$ cat src/hdl/trace_trigger_regs.svh
// register offsets, field positions and reset values of the trace trigger sequencer
// assumes a byte-addressed 8-bit apb address, one 32-bit word per register
`ifndef TRACE_TRIGGER_REGS_SVH
`define TRACE_TRIGGER_REGS_SVH

`define TTS_OFF_CTRL      8'h00
`define TTS_OFF_STATUS    8'h04
`define TTS_OFF_RANGE_LO  8'h08
`define TTS_OFF_RANGE_HI  8'h0C
`define TTS_OFF_TERM      8'h20
`define TTS_OFF_BRANCH    8'h40
`define TTS_OFF_FIND      8'h60

`define TTS_CTRL_RUN      0
`define TTS_CTRL_RESTART  1
`define TTS_CTRL_ARMRUN   2
`define TTS_CTRL_NLEV     4
`define TTS_CTRL_TRIG     8
`define TTS_TARGET_LSB    16
`define TTS_OCCUR_LSB     16

`define TTS_NLEV_RESET    4'h2
`define TTS_TRIG_RESET    4'h1
`define TTS_LEVELS_MIN    4'h2
`define TTS_LEVELS_MAX    4'h8
`define TTS_LEVELS_MAX_NR 4'h7

`endif

$ cat src/hdl/trace_trigger_pkg.sv
// types shared by the trace trigger sequencer and its qualifier evaluator
// assumes nothing beyond a systemverilog compiler
package trace_trigger_pkg;

    typedef enum logic [1:0] {Q_NONE, Q_EVERY, Q_EXPR} qual_kind_e;

    // 16-bit qualifier word as software writes it, bit 15 reserved
    typedef struct packed {
        logic       spare;
        qual_kind_e kind;
        logic       comb_and;
        logic       g2_and;
        logic [3:0] g2_sel;
        logic       g1_and;
        logic [5:0] g1_sel;
    } qual_s;

    typedef struct packed {
        logic [15:0] care;
        logic [15:0] value;
    } term_s;

endpackage

$ cat src/hdl/qual_eval.sv
// combinational evaluator of one two-group qualifier
// assumes term and range hits come from the same sample
`timescale 1ns/1ps
`default_nettype none

module qual_eval import trace_trigger_pkg::*; (
    // configuration
    input  wire qual_s      qual,
    // term hits of the current sample
    input  wire logic [7:0] term_hit,
    input  wire logic       inside_hit,
    input  wire logic       outside_hit,
    // result
    output logic            hit
);

    logic [5:0] g1_val;
    logic [3:0] g2_val;
    logic       g1_res;
    logic       g2_res;
    logic       g1_on;
    logic       g2_on;

    // and-mode uses inverted pattern terms only; range terms never invert
    assign g1_val = qual.g1_and ? {outside_hit, inside_hit, ~term_hit[3:0]}
                                : {outside_hit, inside_hit, term_hit[3:0]};
    assign g2_val = qual.g2_and ? ~term_hit[7:4] : term_hit[7:4];
    assign g1_on  = |qual.g1_sel;
    assign g2_on  = |qual.g2_sel;
    assign g1_res = qual.g1_and ? &(g1_val | ~qual.g1_sel)
                                : |(g1_val & qual.g1_sel);
    assign g2_res = qual.g2_and ? &(g2_val | ~qual.g2_sel)
                                : |(g2_val & qual.g2_sel);

    always_comb begin
        hit = 1'b0;
        case (qual.kind)
            Q_EVERY: hit = 1'b1;
            Q_NONE:  hit = 1'b0;
            Q_EXPR: begin
                // groups are combined as units, never by operator precedence
                if (g1_on && g2_on)
                    hit = qual.comb_and ? (g1_res & g2_res) : (g1_res | g2_res);
                else if (g1_on)
                    hit = g1_res;
                else
                    hit = g2_on & g2_res;
            end
            default: hit = 1'b0;
        endcase
    end

endmodule // qual_eval

`default_nettype wire

$ cat src/hdl/trace_trigger_sequencer.sv
// multi-level state trace trigger sequencer with apb configuration
// assumes probe_clk and probe_data are asynchronous pins, stable for
// several pclk periods around each probe_clk rising edge
//
// Implementation choices: the register offsets and the APB register port.
`timescale 1ns/1ps
`default_nettype none
`include "trace_trigger_regs.svh"

module trace_trigger_sequencer import trace_trigger_pkg::*; (
    // apb slave
    input  wire logic        pclk,
    input  wire logic        presetn,
    input  wire logic        psel,
    input  wire logic        penable,
    input  wire logic        pwrite,
    input  wire logic [7:0]  paddr,
    input  wire logic [31:0] pwdata,
    output logic      [31:0] prdata,
    output logic             pready,
    output logic             pslverr,
    // probed target
    input  wire logic        probe_clk,
    input  wire logic [15:0] probe_data,
    // acquisition side
    output logic             store_force,
    output logic      [15:0] store_data,
    output logic             trigger_hit,
    output logic             running
);

    function automatic logic addr_ok(input logic [7:0] a);
        addr_ok = (a[1:0] == 2'h0) && (a[7] == 1'b0)
                  && ((a < 8'h10) || (a >= `TTS_OFF_TERM));
    endfunction

    // jump target must stay on the same side of the trigger level
    function automatic logic jump_ok(input logic [3:0] src, input logic [3:0] tgt,
                                     input logic [3:0] trig, input logic [3:0] nlev);
        if (src <= trig)
            jump_ok = (tgt >= 4'h1) && (tgt <= trig);
        else
            jump_ok = (tgt > trig) && (tgt <= nlev);
    endfunction

    // sampling of the probed state
    logic [1:0]  clk_sync;
    logic        clk_prev;
    logic [15:0] data_s1;
    logic [15:0] data_s2;
    logic        samp_evt;

    always_ff @(posedge pclk or negedge presetn) begin
        if (!presetn) begin
            clk_sync <= 2'h0;
            clk_prev <= 1'b0;
            data_s1  <= 16'h0000;
            data_s2  <= 16'h0000;
        end else begin
            clk_sync <= {clk_sync[0], probe_clk};
            clk_prev <= clk_sync[1];
            data_s1  <= probe_data;
            data_s2  <= data_s1;
        end
    end

    assign samp_evt = clk_sync[1] & ~clk_prev;

    // configuration registers
    logic        run_reg;
    logic        restart_each_stage_reg;
    logic        arm_run_reg;
    logic [3:0]  nlev_reg;
    logic [3:0]  trig_reg;
    logic [15:0] range_lo_reg;
    logic [15:0] range_hi_reg;
    term_s       term_reg     [0:7];
    qual_s       branch_q_reg [0:7];
    logic [3:0]  target_reg   [0:7];
    qual_s       find_q_reg   [0:7];
    logic [15:0] occur_reg    [0:7];

    logic        wr_en;
    logic [2:0]  wr_idx;
    assign wr_en  = psel && penable && pwrite && addr_ok(paddr);
    assign wr_idx = paddr[4:2];

    always_ff @(posedge pclk or negedge presetn) begin
        if (!presetn) begin
            run_reg                <= 1'b0;
            restart_each_stage_reg <= 1'b0;
            arm_run_reg            <= 1'b1;
            nlev_reg               <= `TTS_NLEV_RESET;
            trig_reg               <= `TTS_TRIG_RESET;
            range_lo_reg           <= 16'h0000;
            range_hi_reg           <= 16'hFFFF;
        end else if (wr_en) begin
            if (paddr == `TTS_OFF_CTRL) begin
                run_reg                <= pwdata[`TTS_CTRL_RUN];
                restart_each_stage_reg <= pwdata[`TTS_CTRL_RESTART];
                arm_run_reg            <= pwdata[`TTS_CTRL_ARMRUN];
                nlev_reg               <= pwdata[`TTS_CTRL_NLEV +: 4];
                trig_reg               <= {1'b0, pwdata[`TTS_CTRL_TRIG +: 3]};
            end
            if (paddr == `TTS_OFF_RANGE_LO)
                range_lo_reg <= pwdata[15:0];
            if (paddr == `TTS_OFF_RANGE_HI)
                range_hi_reg <= pwdata[15:0];
        end
    end

    // per-term and per-level tables
    always_ff @(posedge pclk or negedge presetn) begin
        if (!presetn) begin
            for (int i = 0; i < 8; i++) begin
                term_reg[i]     <= '0;
                branch_q_reg[i] <= '0;
                target_reg[i]   <= 4'h1;
                find_q_reg[i]   <= '0;
                occur_reg[i]    <= 16'h0001;
            end
        end else if (wr_en) begin
            case (paddr[7:5])
                3'h1: term_reg[wr_idx] <= pwdata;
                3'h2: begin
                    branch_q_reg[wr_idx] <= qual_s'({1'b0, pwdata[14:0]});
                    target_reg[wr_idx]   <= pwdata[`TTS_TARGET_LSB +: 4];
                end
                3'h3: begin
                    find_q_reg[wr_idx] <= qual_s'({1'b0, pwdata[14:0]});
                    occur_reg[wr_idx]  <= pwdata[`TTS_OCCUR_LSB +: 16];
                end
                default: ;
            endcase
        end
    end

    // run control; a start with an illegal level layout is refused
    logic cfg_legal;
    logic running_reg;
    logic run_start;

    assign cfg_legal = (nlev_reg >= `TTS_LEVELS_MIN)
                       && (nlev_reg <= (arm_run_reg ? `TTS_LEVELS_MAX
                                                    : `TTS_LEVELS_MAX_NR))
                       && (trig_reg >= 4'h1) && (trig_reg < nlev_reg);
    assign run_start = run_reg && cfg_legal && !running_reg;

    always_ff @(posedge pclk or negedge presetn) begin
        if (!presetn)
            running_reg <= 1'b0;
        else
            running_reg <= run_reg && cfg_legal;
    end

    // term evaluation
    logic [7:0] term_hit;
    logic       inside_hit;
    logic       outside_hit;

    always_comb begin
        for (int i = 0; i < 8; i++)
            term_hit[i] = ((data_s2 ^ term_reg[i].value) & term_reg[i].care) == 16'h0000;
    end

    assign inside_hit  = (data_s2 >= range_lo_reg) && (data_s2 <= range_hi_reg);
    assign outside_hit = !inside_hit;

    // qualifiers of the current level
    logic [3:0]  level_reg;
    logic [2:0]  lvl_idx;
    logic        branch_hit;
    logic        find_hit;
    logic [3:0]  branch_tgt;
    logic [15:0] occ_eff;

    assign lvl_idx    = 3'(level_reg - 4'h1);
    assign branch_tgt = target_reg[lvl_idx];
    assign occ_eff    = (occur_reg[lvl_idx] == 16'h0000) ? 16'h0001 : occur_reg[lvl_idx];

    qual_eval u_branch_eval (
        .qual        (branch_q_reg[lvl_idx]),
        .term_hit    (term_hit),
        .inside_hit  (inside_hit),
        .outside_hit (outside_hit),
        .hit         (branch_hit)
    );

    qual_eval u_find_eval (
        .qual        (find_q_reg[lvl_idx]),
        .term_hit    (term_hit),
        .inside_hit  (inside_hit),
        .outside_hit (outside_hit),
        .hit         (find_hit)
    );

    // sequencing; proceed has priority over a jump on the same sample
    logic [15:0] cnt_reg;
    logic [15:0] cnt_next;
    logic [3:0]  level_next;
    logic        proceed_fire;
    logic        branch_take;
    logic        lvl_change;

    assign proceed_fire = samp_evt && running_reg && find_hit
                          && (16'(cnt_reg + 16'h0001) == occ_eff);
    assign branch_take  = samp_evt && running_reg && restart_each_stage_reg
                          && branch_hit && !proceed_fire
                          && jump_ok(level_reg, branch_tgt, trig_reg, nlev_reg);

    always_comb begin
        level_next = level_reg;
        if (run_start)
            level_next = 4'h1;
        else if (proceed_fire && (level_reg < nlev_reg))
            level_next = level_reg + 4'h1;
        else if (branch_take)
            level_next = branch_tgt;
    end

    always_comb begin
        cnt_next = cnt_reg;
        if (run_start || proceed_fire || branch_take)
            cnt_next = 16'h0000;
        else if (samp_evt && running_reg && find_hit)
            cnt_next = 16'(cnt_reg + 16'h0001);
    end

    assign lvl_change = samp_evt && running_reg && (level_next != level_reg);

    always_ff @(posedge pclk or negedge presetn) begin
        if (!presetn) begin
            level_reg <= 4'h1;
            cnt_reg   <= 16'h0000;
        end else begin
            level_reg <= level_next;
            cnt_reg   <= cnt_next;
        end
    end

    // forced store of the level-changing sample and trigger flag
    logic        store_force_reg;
    logic [15:0] store_data_reg;
    logic        trigger_reg;
    logic        triggered_reg;

    always_ff @(posedge pclk or negedge presetn) begin
        if (!presetn) begin
            store_force_reg <= 1'b0;
            store_data_reg  <= 16'h0000;
        end else begin
            store_force_reg <= lvl_change;
            if (lvl_change)
                store_data_reg <= data_s2;
        end
    end

    always_ff @(posedge pclk or negedge presetn) begin
        if (!presetn) begin
            trigger_reg   <= 1'b0;
            triggered_reg <= 1'b0;
        end else begin
            trigger_reg <= proceed_fire && (level_reg == trig_reg);
            if (proceed_fire && (level_reg == trig_reg))
                triggered_reg <= 1'b1;
            else if (run_start)
                triggered_reg <= 1'b0;
        end
    end

    assign store_force = store_force_reg;
    assign store_data  = store_data_reg;
    assign trigger_hit = trigger_reg;
    assign running     = running_reg;

    // apb read path: data is latched in the setup cycle so access needs no wait
    logic [31:0] rd_word;
    logic [31:0] prdata_reg;

    always_comb begin
        rd_word = 32'h0000_0000;
        case (paddr[7:5])
            3'h0: begin
                case (paddr[4:2])
                    3'h0: rd_word = {21'h0, trig_reg[2:0], nlev_reg, 1'b0,
                                     arm_run_reg, restart_each_stage_reg, run_reg};
                    3'h1: rd_word = {cnt_reg, 9'h0, !cfg_legal, triggered_reg,
                                     running_reg, level_reg};
                    3'h2: rd_word = {16'h0000, range_lo_reg};
                    3'h3: rd_word = {16'h0000, range_hi_reg};
                    default: rd_word = 32'h0000_0000;
                endcase
            end
            3'h1: rd_word = term_reg[paddr[4:2]];
            3'h2: rd_word = {12'h000, target_reg[paddr[4:2]],
                             16'(branch_q_reg[paddr[4:2]])};
            3'h3: rd_word = {occur_reg[paddr[4:2]], 16'(find_q_reg[paddr[4:2]])};
            default: rd_word = 32'h0000_0000;
        endcase
    end

    always_ff @(posedge pclk or negedge presetn) begin
        if (!presetn)
            prdata_reg <= 32'h0000_0000;
        else if (psel && !penable && !pwrite)
            prdata_reg <= addr_ok(paddr) ? rd_word : 32'h0000_0000;
    end

    assign prdata  = prdata_reg;
    assign pready  = 1'b1;
    assign pslverr = psel && penable && !addr_ok(paddr);
endmodule // trace_trigger_sequencer

`default_nettype wire

$ cat config.mk
export PLATFORM = sky130hd
export DESIGN_NAME = trace_trigger_sequencer
export DESIGN_NICKNAME = d
export VERILOG_FILES = /design/src/hdl/trace_trigger_pkg.sv /design/src/hdl/qual_eval.sv /design/src/hdl/trace_trigger_sequencer.sv
export VERILOG_INCLUDE_DIRS = /design/src /design/src/hdl
export SDC_FILE = /design/constraint.sdc
export NUM_CORES = 2
export LEC_CHECK = 0
export BUFFER_PORTS_ARGS = -buffer_cell sky130_fd_sc_hd__buf_2
export CAP_MARGIN = 20
export CORE_MARGIN = 2
export CORE_UTILIZATION = 60
export CTS_BUF_LIST = sky130_fd_sc_hd__clkbuf_4
export DETAILED_ROUTE_END_ITERATION = 16
export GPL_TIMING_DRIVEN = 0
export PLACE_DENSITY = 0.77
export SETUP_SLACK_MARGIN = 0.5
export SLEW_MARGIN = 40
export SYNTH_ARGS = -nofsm -noshare
export SYNTH_HDL_FRONTEND = slang
export SYNTH_SLANG_ARGS = --single-unit
$ cat constraint.sdc
create_clock -name pclk -period 8.25 [get_ports pclk]
set_input_delay 0.825 -clock pclk [delete_from_list [all_inputs] [get_ports pclk]]
set_output_delay 0.825 -clock pclk [all_outputs]
set_load 0.02 [all_outputs]
Word level (Yosys, flattened, before mapping)
Cells that the tools add are included.
- word-level logic and storage cells: 378
- bits of input ports: 62
- flip-flop bits (word level): 821
- muxes and demuxes: 67
- reductions and logical operators: 72
- $add $sub $neg: 3
- magnitude comparators: 17
- bitwise logic cells: 41
- equal/unequal tests: 15
- operators with widths (cell ; number):
    $bwmux 128 ; 3
    $bmux 16 s3 ; 6
    $bwmux 256 ; 1
    $pmux 32 s4 ; 2
    $mux 16 ; 12
    $logic_not 16->1 ; 9
    $and 16x16->16 ; 8
    $mux 32 ; 4
    $xor 16x16->16 ; 8
    $bmux 32 s3 ; 1
    $demux 32 s3 ; 1
    $mux 15 ; 4
    $mux 4 ; 13
    $demux 16 s3 ; 1
    $bwmux 32 ; 1
    $logic_and 1x1->1 ; 29
    $bmux 4 s3 ; 2
    $reduce_or 6->1 ; 4
    $add 16x1->16 const B ; 1
    $eq 16x16->1 ; 1
    $eq 8x4->1 const B ; 2
    $ge 16x16->1 ; 1
    $le 16x16->1 ; 1
    $not 4->4 ; 4
    other kinds (42) ; 96

Logic depth before layout (Yosys ltp)
- depth in word-level cells: 23
- depth in mapped cells: 28
- mapped depth without buffers: 17

Hierarchy
A second synthesis with hierarchy kept.
- cells, all modules: 3046
- area, all modules: 42813.6 µm²
- modules (own cells, without submodules) (module ; cells each ; instances ; area each (µm²)):
    trace_trigger_sequencer ; 2986 ; 1 ; 42373.1
    qual_eval ; 30 ; 2 ; 220.2

Worst setup path before layout
No wires, ideal clock.
- kind: register to register
- start: register level_reg[0]
- end: register store_data_reg[10] (netlist: store_data[10])
- data arrival time: 5456 ps
- path buffers: 11
- stages on the path, launching flop included: 29
- path slack: 2669 ps
- setup time: 125 ps
- cells stage by stage: dfstp_2 > buf_6 > buf_8 > buf_6 > inv_1 > buf_4 > ha_1 > buf_2 > buf_2 > buf_2 > buf_2 > buf_2 > mux4_2 > mux2i_1 > inv_1 > ha_1 > nor2b_1 > o21a_1 > o21a_1 > o21ai_0 > o21ai_0 > o32ai_1 > o311ai_0 > a31oi_1 > and2_0 > buf_2 > a21oi_4 > buf_6 > mux2_4
- longest elaborated chain between the ends: 23
- elaborated cells between the ends (all ways): 91
- RTL lines (element ; line ; source):
    start: declaration ; trace_trigger_sequencer.sv:170 ; logic [3:0] level_reg;
    start signal: assignment ; trace_trigger_sequencer.sv:236 ; level_reg <= level_next;
    $sub 3x1->3 ; trace_trigger_sequencer.sv:177 ; assign lvl_idx = 3'(level_reg - 4'h1);
    $not 3->4 (not written as such) ; - ;
    $bmux 16 s3 ; trace_trigger_sequencer.sv:190 ; .qual (find_q_reg[lvl_idx]),
    $mux 15 (not written as such) (2 in a row) ; trace_trigger_sequencer.sv:190 ;
    $mux 4 (tied with other cells) ; qual_eval.sv:25 ; assign g1_val = qual.g1_and ? {outside_hit, inside_hit, ~term_hit[3:0]}
    $and 6x6->6 (tied with other cells) ; qual_eval.sv:31 ; : |(g1_val & qual.g1_sel);
    $reduce_or 6->1 (tied with other cells) ; qual_eval.sv:31 ;
    $mux 1, on equally long branches ; qual_eval.sv:30, qual_eval.sv:32 ;
    (+6 left out) ; - ;
    $logic_not 1->1 ; trace_trigger_sequencer.sv:208 ; && branch_hit && !proceed_fire
    $logic_and 1x1->1 ; trace_trigger_sequencer.sv:208 ;
    $logic_and 1x1->1 ; trace_trigger_sequencer.sv:209 ; && jump_ok(level_reg, branch_tgt, trig_reg, nlev_reg);
    $mux 4 ; trace_trigger_sequencer.sv:217 ; else if (branch_take)
    $mux 4 ; trace_trigger_sequencer.sv:215 ; else if (proceed_fire && (level_reg < nlev_reg))
    $mux 4 ; trace_trigger_sequencer.sv:213 ; if (run_start)
    $ne 4x4->1 (*) ; trace_trigger_sequencer.sv:229 ; assign lvl_change = samp_evt && running_reg && (level_next != level_reg);
    $logic_and 1x1->1 (*) ; trace_trigger_sequencer.sv:229 ;
    end signal: assignment ; trace_trigger_sequencer.sv:254 ; store_data_reg <= data_s2;
    end: declaration ; trace_trigger_sequencer.sv:243 ; logic [15:0] store_data_reg;
Mark *: on every way between the ends. The rest lies on a longest branch, timed or not. The select of a mux whose other input is x is not followed.
A chain may end at the register's enable or synchronous reset.

Final worst setup path
- start: register level_reg[0]
- end: register store_data_reg[7] (netlist: store_data[7])
The elaborated chain is that of the path after synthesis.

==> out/metrics.csv <==
stage;metric;value;unit
status;status;finished, final reports clean;
logic_synthesis;Post-Syn Nets;3247;
logic_synthesis;largest cells by area after synthesis;dfrtp_1, mux2_2, mux4_2;
critical_path;length in cells of the worst reg-to-reg path;29;
logic_synthesis;syn_area_per_cell;13.6;um^2
place;Placer Congestion;1.02;
grt;initial antenna violation count;13;
detailed_routing;DR WL met3;22900;um
detailed_routing;via count;32533;
detailed_routing;Total Wirelength;157000;um
detailed_routing;DR WL/cell;34.0;um
detailed_routing;remaining antenna violation count after routing;0;
cts;clk sink count;805;
power;peak supply drop;0.000177;V
detailed_routing;routed wl met2;67100;um
detailed_routing;Highest Signal Layer;met5;
critical_path;CP Class;register to register;
detailed_routing;DRC violations left;0;
critical_path;crit-path max cell delay;0.63;ns
logic_synthesis;Post-synth EDFFs;0;
logic_synthesis;post-synthesis instance total;3127;
sta;Slew @ Worst Pin;0.990;ns
cts;root cell of the clock tree;clkbuf_4;
critical_path;Critical R2R Capture;store_data[7]$_DFFE_PN0P_;
cts;H-tree depth;4;
min_path;hold path depth;2;
floorplan;DIE AREA;73200;um^2
cts;clk_lat worst skew;1.18;ns
sta;skew final;0.0539;ns
min_path;Worst Hold Class;input pin to register;
grt;Remaining Overflow, GRT;0;
floorplan;IO Pins;115;
sta;Slew Viols, Final;0;
grt;vias in the first global route;32609;
critical_path;startpoint types;register;
grt;GRT Util Overall;0.433;
logic_synthesis;Seq/Total Area, Yosys;0.474;
sta;final setup violating endpoints;0;
detailed_routing;First DRT Iteration DRCs;5056;
grt;pin count of the biggest net entering global routing;112;
min_path;hold path startpoint;pwdata[31];
logic_synthesis;top-area cell type share of the netlist area;0.451;
logic_synthesis;mapped cell area;42600;um^2
floorplan;Die Ht;271;um
detailed_routing;Vias/cell;7.05;
logic_synthesis;Cell variety after synth;74;
sta;Final Hold Fails;0;
sta;Slew HR;0.340;
logic_synthesis;most common cell in the netlist;dfrtp_1;
sta;Period Utilization, post-route;0.928;
critical_path;Setup crit end kind;register;
sta;worst hold margin;0.0518;ns
cts;total CTS buffers;208;
detailed_routing;TritonRoute pass-1 iters;8;
cells_and_area;layout cells sized above 1;0.434;
min_path;Min-Delay Endpoint;occur_reg[47]$_DFFE_PN0P_;
cts;CTS Buffer Depth;3;
sta;Fmax;131;MHz
critical_path;FF-to-FF setup slack;0.59;ns
cells_and_area;fin nets;3611;
grt;first-pass GRT wire length;226000;um
cts;Reg clk slew, reported paths;0.07;ns
place;placed cell areas;44900;um^2
cells_and_area;max reg flops;256;
cells_and_area;post-route cell area;48000;um^2
floorplan;num rows;97;
place;hpwl dp;114000;um
logic_synthesis;flops & latches, synth;805;
power;Leak;23.1;nW
floorplan;Die W;271;um
critical_path;Critical Path RT;9.26;ns
critical_path;arrival time worst endpoint;8.67;ns
logic_synthesis;Synth warnings;0;
critical_path;crit path max-delay cell type;dfstp_2;
sta;RSZ-0062 raised after global routing;false;
logic_synthesis;Synth Flop Type;dfrtp_1;
critical_path;Reg-to-Reg Start;level_reg[0]$_DFF_PN1_;
sta;Final min period;7.66;ns
critical_path;crit-path max FO;11;
flow_run;maxcap violations;0;
cells_and_area;area grow syn2layout;12.6;%
floorplan;total core area;70100;um^2
logic_synthesis;Yosys top cell by area;dfrtp_1;
floorplan;Initial Utilization;0.608;
power;Power Density;185;nW/um^2
critical_path;most used cell, CP;buf_6;
cts;CTS tree;done;
logic_synthesis;synth cell count leaders;dfrtp_1, mux2_2, mux4_2;
detailed_routing;met1 WL;54600;um
logic_synthesis;async set-reset flop share out of synthesis;1.00;
place;I/O Buffers;108;
==> what timing repair did <==
item | CTS | global route
setup buffers | 2 | 0
endpoints found under the hold margin | 240 | 0
endpoints found under the setup margin | 35 | 32
hold buffers | 30 | 0
gates resized for setup | 3 | 8
==> where the power goes <==
part	switching, mW	internal [mW]
Clock	1.78	1.82
Combinational	0.873	0.406
Sequential	0.0341	3.99
==> placed cells by master, fill, tap and decap left out, types with 7 or more instances in the layout <==
cell type and count:
dfrtp_1 769, mux2_2 677, clkbuf_4 313, mux4_2 255, buf_2 157, xor2_1 143, nand2_1 128, mux2i_1 126
clkbuf_1 122, o21ai_0 96, nor2_1 79, a22oi_1 77, inv_1 63, clkbuf_2 63, ha_1 58, clkinv_1 51
a21oi_1 40, o22ai_1 39, dfstp_2 36, nand4_1 32, nor3_1 32, dlygate4sd3_1 30, xnor2_1 26, nand3_1 25
diode_2 13, a311oi_1 13, buf_16 12, buf_4 10, clkinv_2 10, buf_6 9, and2_1 9, nor4_1 9
mux2_4 9, nand2b_1 8, nor2b_1 7, a211oi_1 7, nand3b_1 7
==> cells by family after synthesis <==
kind of cell / Yosys count / synth area share
AO/OA/AOI/OAI: 324 / 0.0499
XOR/XNOR: 169 / 0.0347
adder cells (fa/ha/maj): 58 / 0.0170
buffers and inverters: 318 / 0.0313
flip-flops: 805 / 0.474
multiplexers: 1076 / 0.351
other: 1 / 0.0000880
AND/OR/NAND/NOR: 376 / 0.0425
==> cell type report <==
cell class | count | area (um^2)
Sequential cell | 805 | 20200
Tap cell | 940 | 1180
Fill cell | 5077 | 22200
Multi-Input combinational cell | 2004 | 21200
Antenna cell | 13 | 32.5
Timing Repair Buffer | 154 | 1220
Inverter | 63 | 236
Buffer | 255 | 1210
Clock inverter | 73 | 400
Clock buffer | 310 | 2330
==> per-layer routing <==
metal,vias to the layer above,track usage
li1,12577,-
met1,16676,0.542
met2,2647,0.617
met3,623,0.185
met4,10,0.279
met5,-,0.0178
==> how the worst max path moves through the flow <==
stage,from,endpoint,cells past startpoint
finish,level_reg[0]$_DFF_PN1_,store_data[7]$_DFFE_PN0P_,29
detailed placement,level_reg[0]$_DFF_PN1_,cnt_reg[8]$_DFFE_PN0P_,27
global placement,presetn,clk_sync[0]$_DFF_PN0_,1
CTS,level_reg[0]$_DFF_PN1_,cnt_reg[3]$_DFFE_PN0P_,28
floorplan,level_reg[0]$_DFF_PN1_,store_data[10]$_DFFE_PN0P_,28
global route,level_reg[0]$_DFF_PN1_,store_data[7]$_DFFE_PN0P_,29
==> critical path: cells and delay by family (launching register included) <==
| kind | cells | cell delay [ns] |
|---|---|---|
| AO/OA/AOI/OAI | 8 | 1.47 |
| buffers and inverters | 14 | 3.46 |
| adder cells (fa/ha/maj) | 2 | 0.64 |
| AND/OR/NAND/NOR | 2 | 0.24 |
| multiplexers | 3 | 1.04 |
| flip-flops | 1 | 0.63 |
==> stage by stage <==
stage	TNS [ns]	util	setup WS, ns	power, mW	cells
floorplan	0	-	2.67	4.73	3127
detailed placement	-1.13	0.640	-0.126	5.29	4189
finish	0	0.684	0.591	8.90	4617
global route	0	0.684	0.525	9.15	4609
CTS	0	0.683	0.600	8.83	4604
global placement	-7673.41	0.632	-9.85	5.25	4175
(Power assumes the default switching activity.)
